==> config.mk <==
export PLATFORM = sky130hd
export DESIGN_NAME = eisp_sense_ctrl
export DESIGN_NICKNAME = d
export VERILOG_FILES = /design/src/common/eisp_pkg.sv /design/src/common/eisp_det_if.sv /design/src/rtl/eisp_sense_ctrl.sv /design/src/rtl/eisp_sense_det.sv
export SDC_FILE = /design/constraint.sdc
export NUM_CORES = 1
export LEC_CHECK = 0
export BUFFER_PORTS_ARGS = -buffer_cell sky130_fd_sc_hd__buf_2
export CAP_MARGIN = 25
export CORE_MARGIN = 4
export CORE_UTILIZATION = 50
export CTS_CLUSTER_SIZE = 24
export DETAILED_ROUTE_END_ITERATION = 8
export GPL_TIMING_DRIVEN = 0
export PLACE_DENSITY = 0.76
export SYNTH_ARGS = -nofsm -noshare
export SYNTH_HDL_FRONTEND = slang
export SYNTH_SLANG_ARGS = --single-unit
==> constraint.sdc <==
create_clock -name core_clk_i -period 2.54 [get_ports core_clk_i]
set_input_delay 0.127 -clock core_clk_i [delete_from_list [all_inputs] [get_ports core_clk_i]]
set_output_delay 0.127 -clock core_clk_i [all_outputs]
set_load 0.1 [all_outputs]
==> src/common/eisp_pkg.sv <==
// Package with constants, types and decode function of the external interrupt sense block
package eisp_pkg;

  // ****************************************************************
  // Register bus geometry
  // ****************************************************************
  localparam int unsigned ADDR_W = 8;
  localparam int unsigned DATA_W = 8;

  // ****************************************************************
  // Register offsets
  // ****************************************************************
  localparam logic [ADDR_W-1:0] SENSE_CTRL_OFS = 8'h28;
  localparam logic [ADDR_W-1:0] STATUS_OFS     = 8'h29;
  localparam logic [ADDR_W-1:0] MASK_OFS       = 8'h2A;

  // ****************************************************************
  // Field positions and reset values
  // ****************************************************************
  localparam int unsigned SENSE_MSB  = 4;
  localparam int unsigned SENSE_LSB  = 3;
  localparam int unsigned POL_BIT    = 2;
  localparam int unsigned EV_A_BIT   = 0;
  localparam int unsigned EV_F_BIT   = 1;
  localparam int unsigned EV_W       = 2;
  localparam logic [DATA_W-1:0] REG_RESET = 8'h00;
  localparam logic [1:0] EV_RESET     = 2'h0;
  localparam logic       POL_RESET    = 1'h0;

  // ****************************************************************
  // Pin group widths
  // ****************************************************************
  localparam int unsigned PORT_A_W = 4;
  localparam int unsigned PORT_F_W = 3;

  // ****************************************************************
  // Sensitivity selections
  // ****************************************************************
  typedef enum logic [1:0] {
    EISP_SENSE_LOW_FALL = 2'h0,
    EISP_SENSE_RISE     = 2'h1,
    EISP_SENSE_FALL     = 2'h2,
    EISP_SENSE_BOTH     = 2'h3
  } eisp_sense_t;

  // Per pin trigger decode, shared by both pin groups
  function automatic logic eisp_pin_trig(input eisp_sense_t sel, input logic inv,
                                         input logic cur, input logic prv);
    logic rise;
    logic fall;
    logic res;
    rise = cur & ~prv;
    fall = ~cur & prv;
    res  = 1'b0;
    unique case (sel)
      EISP_SENSE_LOW_FALL: res = inv ? cur : ~cur;
      EISP_SENSE_RISE:     res = inv ? fall : rise;
      EISP_SENSE_FALL:     res = inv ? rise : fall;
      EISP_SENSE_BOTH:     res = rise | fall;
    endcase
    return res;
  endfunction

endpackage

==> src/common/eisp_det_if.sv <==
// Interface between the sense control and one pin group detector
`timescale 1ns/1ps
interface eisp_det_if;
  import eisp_pkg::*;
  eisp_sense_t sense_sel;
  logic        invert;
  logic        trig;

  modport ctl (output sense_sel, output invert, input trig);
  modport det (input sense_sel, input invert, output trig);
endinterface

==> src/rtl/eisp_sense_ctrl.sv <==
// External interrupt sense control register, event status and interrupt output
`timescale 1ns/1ps
//
// Behaviour
// - Sensitivity selection for both groups sits in control bits 4 and 3.
// - One selection applies to port A group and port F group.
// - Selection 00: low level/falling, or high/rising when polarity set.
// - Selection 01: rising only, or falling only when polarity set.
// - Selection 10: falling only, or rising only when polarity set.
// - Selection 11: both edges regardless of polarity.
// - Control bit 2 inverts port A sensitivity when set.
// - Polarity bit changes only when both CPU level bits are 1.
module eisp_sense_ctrl (
  // Clock and reset
  input  wire logic                         core_clk_i,
  input  wire logic                         rst_i,
  // Register port
  input  wire logic [eisp_pkg::ADDR_W-1:0]  addr_i,
  input  wire logic [eisp_pkg::DATA_W-1:0]  wdata_i,
  input  wire logic                         wr_i,
  input  wire logic                         rd_i,
  output logic      [eisp_pkg::DATA_W-1:0]  rdata_o,
  // CPU interrupt level
  input  wire logic                         cpu_level_bit_high_i,
  input  wire logic                         cpu_level_bit_low_i,
  // External pins
  input  wire logic [eisp_pkg::PORT_A_W-1:0] port_a_pins_i,
  input  wire logic [eisp_pkg::PORT_F_W-1:0] port_f_pins_i,
  // Events and interrupt
  output logic                              ext_irq_group_port_a_o,
  output logic                              ext_irq_group_port_f_o,
  output logic                              irq_o
);
  import eisp_pkg::*;

  eisp_sense_t       sense_select_group_a_f;
  logic              port_a_polarity_invert;
  logic [EV_W-1:0]   status;
  logic [EV_W-1:0]   mask;
  logic [EV_W-1:0]   next_status;
  logic [EV_W-1:0]   next_mask;
  logic [EV_W-1:0]   events;
  logic              level3;
  logic              wr_ctrl;
  logic              wr_mask;
  logic              rd_status;
  logic [DATA_W-1:0] next_rdata;

  eisp_det_if a_if ();
  eisp_det_if f_if ();

  // ****************************************************************
  // Decode
  // ****************************************************************
  // CPU level bits come from core logic on this clock, no sync needed
  assign level3    = cpu_level_bit_high_i & cpu_level_bit_low_i;
  assign wr_ctrl   = wr_i && (addr_i == SENSE_CTRL_OFS);
  assign wr_mask   = wr_i && (addr_i == MASK_OFS);
  assign rd_status = rd_i && (addr_i == STATUS_OFS);

  // ****************************************************************
  // Control register
  // ****************************************************************
  // Sensitivity selection is always writable
  always_ff @(posedge core_clk_i or posedge rst_i)
  begin
    if (rst_i)
      sense_select_group_a_f <= EISP_SENSE_LOW_FALL;
    else if (wr_ctrl)
      sense_select_group_a_f <= eisp_sense_t'(wdata_i[SENSE_MSB:SENSE_LSB]);
  end

  // Polarity only moves at CPU level 3, so a lower level task cannot flip it
  always_ff @(posedge core_clk_i or posedge rst_i)
  begin
    if (rst_i)
      port_a_polarity_invert <= POL_RESET;
    else if (wr_ctrl && level3)
      port_a_polarity_invert <= wdata_i[POL_BIT];
  end

  // ****************************************************************
  // Pin group detectors
  // ****************************************************************
  // Both groups share one selection; only port A sees the inversion
  assign a_if.sense_sel = sense_select_group_a_f;
  assign a_if.invert    = port_a_polarity_invert;
  assign f_if.sense_sel = sense_select_group_a_f;
  assign f_if.invert    = 1'b0;

  eisp_sense_det #(
    .W (PORT_A_W)
  ) u_det_a (
    .core_clk_i (core_clk_i),
    .rst_i      (rst_i),
    .pins_i     (port_a_pins_i),
    .cfg        (a_if)
  );

  eisp_sense_det #(
    .W (PORT_F_W)
  ) u_det_f (
    .core_clk_i (core_clk_i),
    .rst_i      (rst_i),
    .pins_i     (port_f_pins_i),
    .cfg        (f_if)
  );

  // ****************************************************************
  // Event status and mask
  // ****************************************************************
  // Read clears the status; a new event in the same cycle wins
  always_comb
  begin
    events              = '0;
    events[EV_A_BIT]    = a_if.trig;
    events[EV_F_BIT]    = f_if.trig;
    next_status         = (rd_status ? EV_RESET : status) | events;
    next_mask           = wr_mask ? wdata_i[EV_W-1:0] : mask;
  end

  // Status flags
  always_ff @(posedge core_clk_i or posedge rst_i)
  begin
    if (rst_i)
      status <= EV_RESET;
    else
      status <= next_status;
  end

  // Mask register
  always_ff @(posedge core_clk_i or posedge rst_i)
  begin
    if (rst_i)
      mask <= EV_RESET;
    else
      mask <= next_mask;
  end

  // Built from next values so the line tracks status with no extra lag
  always_ff @(posedge core_clk_i or posedge rst_i)
  begin
    if (rst_i)
      irq_o <= 1'b0;
    else
      irq_o <= |(next_status & next_mask);
  end

  // Raw group triggers, one cycle behind the detectors
  always_ff @(posedge core_clk_i or posedge rst_i)
  begin
    if (rst_i)
    begin
      ext_irq_group_port_a_o <= 1'b0;
      ext_irq_group_port_f_o <= 1'b0;
    end
    else
    begin
      ext_irq_group_port_a_o <= a_if.trig;
      ext_irq_group_port_f_o <= f_if.trig;
    end
  end

  // ****************************************************************
  // Read data
  // ****************************************************************
  // Unused and reserved bits read zero; unmapped addresses read zero
  always_comb
  begin
    next_rdata = REG_RESET;
    if (rd_i)
    begin
      unique case (addr_i)
        SENSE_CTRL_OFS:
        begin
          next_rdata[SENSE_MSB:SENSE_LSB] = sense_select_group_a_f;
          next_rdata[POL_BIT]             = port_a_polarity_invert;
        end
        STATUS_OFS: next_rdata[EV_W-1:0] = status;
        MASK_OFS:   next_rdata[EV_W-1:0] = mask;
        default:    next_rdata = REG_RESET;
      endcase
    end
  end

  // Data stands only in the cycle after the read strobe
  always_ff @(posedge core_clk_i or posedge rst_i)
  begin
    if (rst_i)
      rdata_o <= REG_RESET;
    else
      rdata_o <= next_rdata;
  end
endmodule

==> src/rtl/eisp_sense_det.sv <==
// Pin group synchroniser and edge/level trigger detector
`timescale 1ns/1ps
module eisp_sense_det #(
  parameter int unsigned W = 4
) (
  // Clock and reset
  input  wire logic         core_clk_i,
  input  wire logic         rst_i,
  // Pins
  input  wire logic [W-1:0] pins_i,
  // Configuration and trigger
  eisp_det_if.det           cfg
);
  import eisp_pkg::*;

  logic [W-1:0] sync1;
  logic [W-1:0] sync2;
  logic [W-1:0] prev;
  logic [W-1:0] next_pin_trig;

  // ****************************************************************
  // Pin synchroniser and history
  // ****************************************************************
  // Two stages, pins are asynchronous to the core clock
  always_ff @(posedge core_clk_i or posedge rst_i)
  begin
    if (rst_i)
    begin
      sync1 <= '0;
      sync2 <= '0;
    end
    else
    begin
      sync1 <= pins_i;
      sync2 <= sync1;
    end
  end

  // Previous sample for edge detection
  always_ff @(posedge core_clk_i or posedge rst_i)
  begin
    if (rst_i)
      prev <= '0;
    else
      prev <= sync2;
  end

  // ****************************************************************
  // Trigger decode
  // ****************************************************************
  // Any pin of the group raises the group trigger
  always_comb
  begin
    next_pin_trig = '0;
    for (int i = 0; i < W; i++)
      next_pin_trig[i] = eisp_pin_trig(cfg.sense_sel, cfg.invert, sync2[i], prev[i]);
  end

  // Registered group trigger
  always_ff @(posedge core_clk_i or posedge rst_i)
  begin
    if (rst_i)
      cfg.trig <= 1'b0;
    else
      cfg.trig <= |next_pin_trig;
  end
endmodule

# [Yosys cells after proc, flatten, opt, wreduce, memory -nomap -nowiden]
# Index checks and enable logic that the tools add are counted.
# W data, S select, Z words.
[word_totals] mem_bits_ro=0 mem_bits_rw=0 register_bits=41 memories=0 input_bits=29 word_cells=92 output_inout_bits=11 latch_bits=0
[op_classes] bitwise_logic=38 n_addsub=0 eq_ne=6 mux=24 div_mod_pow=0 magnitude_cmp=0 multipliers=0 shifts=0 reduce_logical=8
[ops] op="$pmux W1 S4" n=7
[ops] op="$eq A8 B6 Y1 const B" n=3
[ops] op="$and A1 B1 Y1" n=15
[ops] op="$not A1 Y1" n=14
[ops] op="$mux W1" n=12
[ops] op="$or A1 B1 Y1" n=7
[ops] op="$mux W5" n=1
[ops] op="$eq A2 B2 Y1 const B" n=2
[ops] op="$logic_and A1 B1 Y1" n=4
[ops] op="$mux W2" n=2
[ops] op="$pmux W2 S2" n=1
[ops] op="$reduce_or A4 Y1" n=1
[ops] op="$mux W3" n=1
[ops] op="$reduce_or A3 Y1" n=1
[ops] op="$and A2 B2 Y2" n=1
[ops] op="$eq A2 B1 Y1 const B" n=1
[ops] op="$logic_not A2 Y1" n=1
[ops] op="$or A2 B2 Y2" n=1
[ops] op="$reduce_or A2 Y1" n=1

# [Logic depth before layout (Yosys ltp)]
[logic_depth] ltp_word=6 mapped_depth=6 depth_no_buf=6

# [By module]
# From an unflattened synthesis, not the netlist that was laid out.
[unflattened] hier_cells=126 area_unflattened_um2=1634.1
[modules_own_cells] mod="eisp_sense_ctrl" seq_area_each_um2=375.4 area_each_um2=621.8 cells_each=47 n_inst=1
[modules_own_cells] mod="eisp_sense_det (u_det_a)" seq_area_each_um2=325.3 area_each_um2=564.3 cells_each=43 n_inst=1
[modules_own_cells] mod="eisp_sense_det (u_det_f)" seq_area_each_um2=250.2 area_each_um2=447.9 cells_each=36 n_inst=1

# [Worst setup path after synthesis]
# No wires, ideal clock.
[synth_path] path_type="reg2reg" from="register u_det_a.sync2[2]" to="register u_det_a.cfg.trig" stages_incl_launch_ff=6 t_arrival_ps=1642 path_slack_ps=760 setup_time_ps=138 period_less_slack_ps=1780 required_time_ps=2402 n_path_buf=0 path_cell_list="dfrtp_1 -> ha_1 -> or4_4 -> nand2_1 -> o21ai_1 -> mux4_2"
[synth_between] elab_chain_len=5 elab_cells_between_ends=9 classes_between="4 x mux; 4 x bitwise; 1 x reduce/logical"
[synth_lines] element="from (decl)" line_no="eisp_sense_det.sv:17" source="logic [W-1:0] sync2;"
[synth_lines] element="from (signal assigned)" line_no="eisp_sense_det.sv:35" source="sync2 <= sync1;"
[synth_lines] element="$not A1 Y1" line_no="eisp_pkg.sv:53, eisp_pkg.sv:56"
[synth_lines] element="$and A1 B1 Y1" line_no="eisp_pkg.sv:53" source="fall = ~cur & prv;"
[synth_lines] element="$or A1 B1 Y1, or another cell as far along" line_no="eisp_pkg.sv:59" source="EISP_SENSE_BOTH: res = rise | fall;"
[synth_lines] element="$pmux W1 S4 *" line_no="eisp_pkg.sv:55" source="unique case (sel)"
[synth_lines] element="$reduce_or A4 Y1 *" line_no="eisp_sense_det.sv:65" source="cfg.trig <= |next_pin_trig;"
[synth_lines] element="to (signal assigned)" line_no="eisp_sense_det.sv:65"
[synth_lines] element="to (decl)" line_no="eisp_det_if.sv:10" source="modport det (input sense_sel, input invert, output trig);"
# Mark *: on every way between the ends. The rest lies on a longest branch, timed or not.
# A chain may end at the register's enable or synchronous reset.

# [Worst setup path in the final report]
# Same ends and word-level chain as after synthesis.

==> impl_metrics.csv <==
group,metric,value,unit
outcome,status,"complete, no violations",
finish,fin_nets,212,
clocking,cts.sinks,38,
clocking,htreeDepth,2,
setup_path,path_class,"reg2reg",
setup_path,cp.arrival,2.11,ns
timing,skew,0.00442,ns
finish,fin_area,0.00197,sq mm
timing,tightest_slew,0.548,ns
setup_path,worst-path-max-fanout,5,
hold_path,hold-path-endpoint,"a_if.invert$_DFFE_PP0P_",
setup_path,rr_worst_depth,5,
clocking,clock_tree.buffer_depth,2,
yosys,synthesis.area,0.00156,sq mm
placed_design,dp_hpwl,1.96,mm
detailed_routing,via_per_inst,4.83,
pwr,power_density,609,mW/mm^2
yosys,async_flop_share,100,%
setup_path,reg2reg_from,"u_det_a.sync2[2]$_DFF_PP0_",
global_routing,grt_first_pass_wirelength,4.60,mm
global_routing,grt.total_usage,15.0,%
floorplanning,num_rows,19,
pwr,intPower,916,uW
yosys,synth_ff_type,"dfrtp_1",
detailed_routing,drc_errors,0,
pwr,leakagePower,0.000990,uW
clocking,clkTransAtPathRegs,0.10,ns
finish,antennaDiodeCount,0,
detailed_routing,num_vias,1019,
detailed_routing,routedWlPerCell,12.3,um
timing,setup_tns,0,ns
yosys,ys_top_cells_by_count,"dfrtp_1, inv_1, ha_1",
hold_path,min_from,"wdata_i[2]",
detailed_routing,drt_iter0_drc,40,
floorplanning,dieArea,0.00407,sq mm
setup_path,cpPeakStageDelay,0.51,ns
global_routing,grt_max_degree,27,
yosys,synth_area_leaders,"dfrtp_1, ha_1, inv_1",
clocking,post_cts_buffers,0,
timing,setup_viol,0,
setup_path,crit_chain,"ha_1 > or4_4 > nand2_1 > o21ai_1 > mux4_2",
yosys,yosysTopAreaCell,"dfrtp_1",
yosys,yosysTopAreaCellShare,61.0,%
finish,drive_gt1_share,32.0,%
pwr,vdd_drop_max,0.000487,V
floorplanning,die_h,63.8,um
yosys,syn_inst,118,
clocking,ctsResizeCount,0,
setup_path,worstPathRequired,2.76,ns
setup_path,reg2reg_slack,0.65,ns
timing,post-route-period-util,74.4,%
setup_path,critPathTopFamily,"simple AND/OR/NAND/NOR gates",
yosys,synth.distinct_cells,29,
finish,area.growth.synth_to_final,26.6,%
clocking,cts-buffers-inserted,5,
yosys,yosysSeqAreaShare,61.0,%
yosys,synth_area_per_cell,13.2,sq um
pwr,switchingPower,285,uW
global_routing,grt_overflow,0,
timing,timing.final.crit_period,1.89,ns
placed_design,place_congestion,0.808,
flow_run,maxCapViolCount,0,
timing,maxSlewViolCount,0,
clocking,tritoncts,"yes",
setup_path,critPathBufInv,0,
timing,holdWs,0.0239,ns
timing,grt_setup_unrepaired,"no",
yosys,synth_edf_count,0,
detailed_routing,dr.pass1.iters,3,
setup_path,r2r_end,"u_det_a.cfg.trig$_DFF_PP0_",
yosys,synth-seq-cells,38,
detailed_routing,ant_nets,0,
timing,hold_viol_final,0,
setup_path,worstSetupStartpointType,"flop",
global_routing,grt_antenna_before_repair,0,
placed_design,placedInstanceArea,0.00181,sq mm
pwr,p_total,1200,uW
setup_path,cp-end-kind,"flop",
detailed_routing,routed_wirelength,2.60,mm
pwr,p_seq_share,53.8,%
timing,max_freq,529,MHz
timing,maxSlewHeadroom,63.5,%
placed_design,portBuffers,33,
setup_path,crit_slowest_cell,"or4_4",
yosys,yosysMostFrequentCell,"dfrtp_1",
floorplanning,ioPinCount,40,
clocking,insertion_delay,0.34,ns
hold_path,hp-class,"in2reg",
floorplanning,dieWidth,63.8,um
yosys,yosysWarnings,0,
floorplanning,initial_core_util,54.2,%
hold_path,hold_path_depth,2,
pwr,sw_frac_of_total,23.7,%
pwr,p_comb_share,12.5,%
global_routing,grt_pass1_vias,1110,
floorplanning,fp.coreArea,0.00288,sq mm
pwr,clockPowerShare,33.8,%
clocking,cts_root_buf,"clkbuf_4",
==> power by group through the flow <==
stage / Clock (uW) / Sequential, uW / Combinational (uW)
floorplan: 0 / 683 / 68.9
global placement: 0 / 657 / 130
detailed placement: 0 / 659 / 141
CTS: 418 / 647 / 151
global route: 446 / 650 / 164
finish: 405 / 646 / 150
==> worst reg2reg max path: stages, from the launching register on <==
cell,delay (ns)
dfrtp_1,0.44
ha_1,0.20
or4_4,0.51
nand2_1,0.09
o21ai_1,0.07
mux4_2,0.47
==> flip-flops by register name, indices dropped and copies added, names as in the netlist, 2 cells and up <==
name and count:
mask 2, u_det_f.sync1 3, u_det_f.sync2 3, u_det_a.sync2 4, rdata_o 5, status 2, u_det_a.prev 4, u_det_f.prev 3
u_det_a.sync1 4, a_if.sense_sel 2
==> through the flow <==
stage	worst slack, ns	cells	util (%)
final	0.650	211	68.6
after global routing	0.528	211	68.6
after CTS	0.639	211	68.6
after detailed placement	0.651	196	62.9
after global placement	0.712	195	62.0
after floorplan	0.760	120	-
==> worst max-delay path by stage <==
stage,slack [ns],depth (start not counted),to,from
after CTS,0.64,5,u_det_a.cfg.trig$_DFF_PP0_,u_det_a.sync2[2]$_DFF_PP0_
final,0.65,5,u_det_a.cfg.trig$_DFF_PP0_,u_det_a.sync2[2]$_DFF_PP0_
after global routing,0.53,5,u_det_a.cfg.trig$_DFF_PP0_,u_det_a.sync2[2]$_DFF_PP0_
after detailed placement,0.65,5,u_det_a.cfg.trig$_DFF_PP0_,u_det_a.sync2[2]$_DFF_PP0_
after global placement,0.71,5,u_det_a.cfg.trig$_DFF_PP0_,u_det_a.sync2[2]$_DFF_PP0_
after floorplan,0.76,5,u_det_a.cfg.trig$_DFF_PP0_,u_det_a.sync2[2]$_DFF_PP0_
==> metal layers <==
layer | up-vias | track usage [%] | part of all wire, %
li1 | 497 | - | -
met5 | - | 0 | 0
met1 | 464 | 16.0 | 41
met2 | 46 | 24.1 | 46
met3 | 12 | 4.90 | 9.0
met4 | 0 | 12.4 | 3.6
==> layout make-up <==
type | instances | area [sq um]
well taps | 42 | 52.6
clock inverters | 1 | 30.0
multi-input cells | 61 | 524
fillers | 202 | 905
plain buffers | 3 | 22.5
repair buffers | 42 | 273
clock buffers | 6 | 51.3
flip-flops and latches | 38 | 951
inverters | 18 | 67.6
==> what timing repair did <==
action / in CTS / in global routing
endpoints found under the hold margin: 19 / 0
hold buffers: 8 / 0
setup endpoints to repair: 0 / 0
==> placed cells by master, fill, tap and decap left out, drive strengths merged <==
master	netlist	layout
nor4b	2	2
bufinv	0	1
or4	3	3
dfrtp	38	38
nor2	7	7
buf	3	37
dlygate4sd3	0	8
o21ai	2	2
a31oi	1	1
nand3	6	6
a22oi	2	2
nor4bb	1	1
clkbuf	0	6
nand2	3	3
nor3	2	2
a21o	2	2
and4bb	1	1
ha	14	14
conb	1	3
mux2	5	5
mux4	1	1
a21oi	1	1
nor4	1	1
inv	18	18
a22o	1	1
nand4	2	2
o41ai	1	1
==> logic make-up after synthesis <==
| family | synth area share (%) |
|---|---|
| DFF | 61.0 |
| and+or+nand+nor | 11.7 |
| adders and majority gates | 11.2 |
| AOI/OAI and AO/OA | 4.42 |
| muxes | 5.54 |
| buffers and inverters | 5.78 |
| other | 0.241 |
Power figures use the tool's default switching activity.
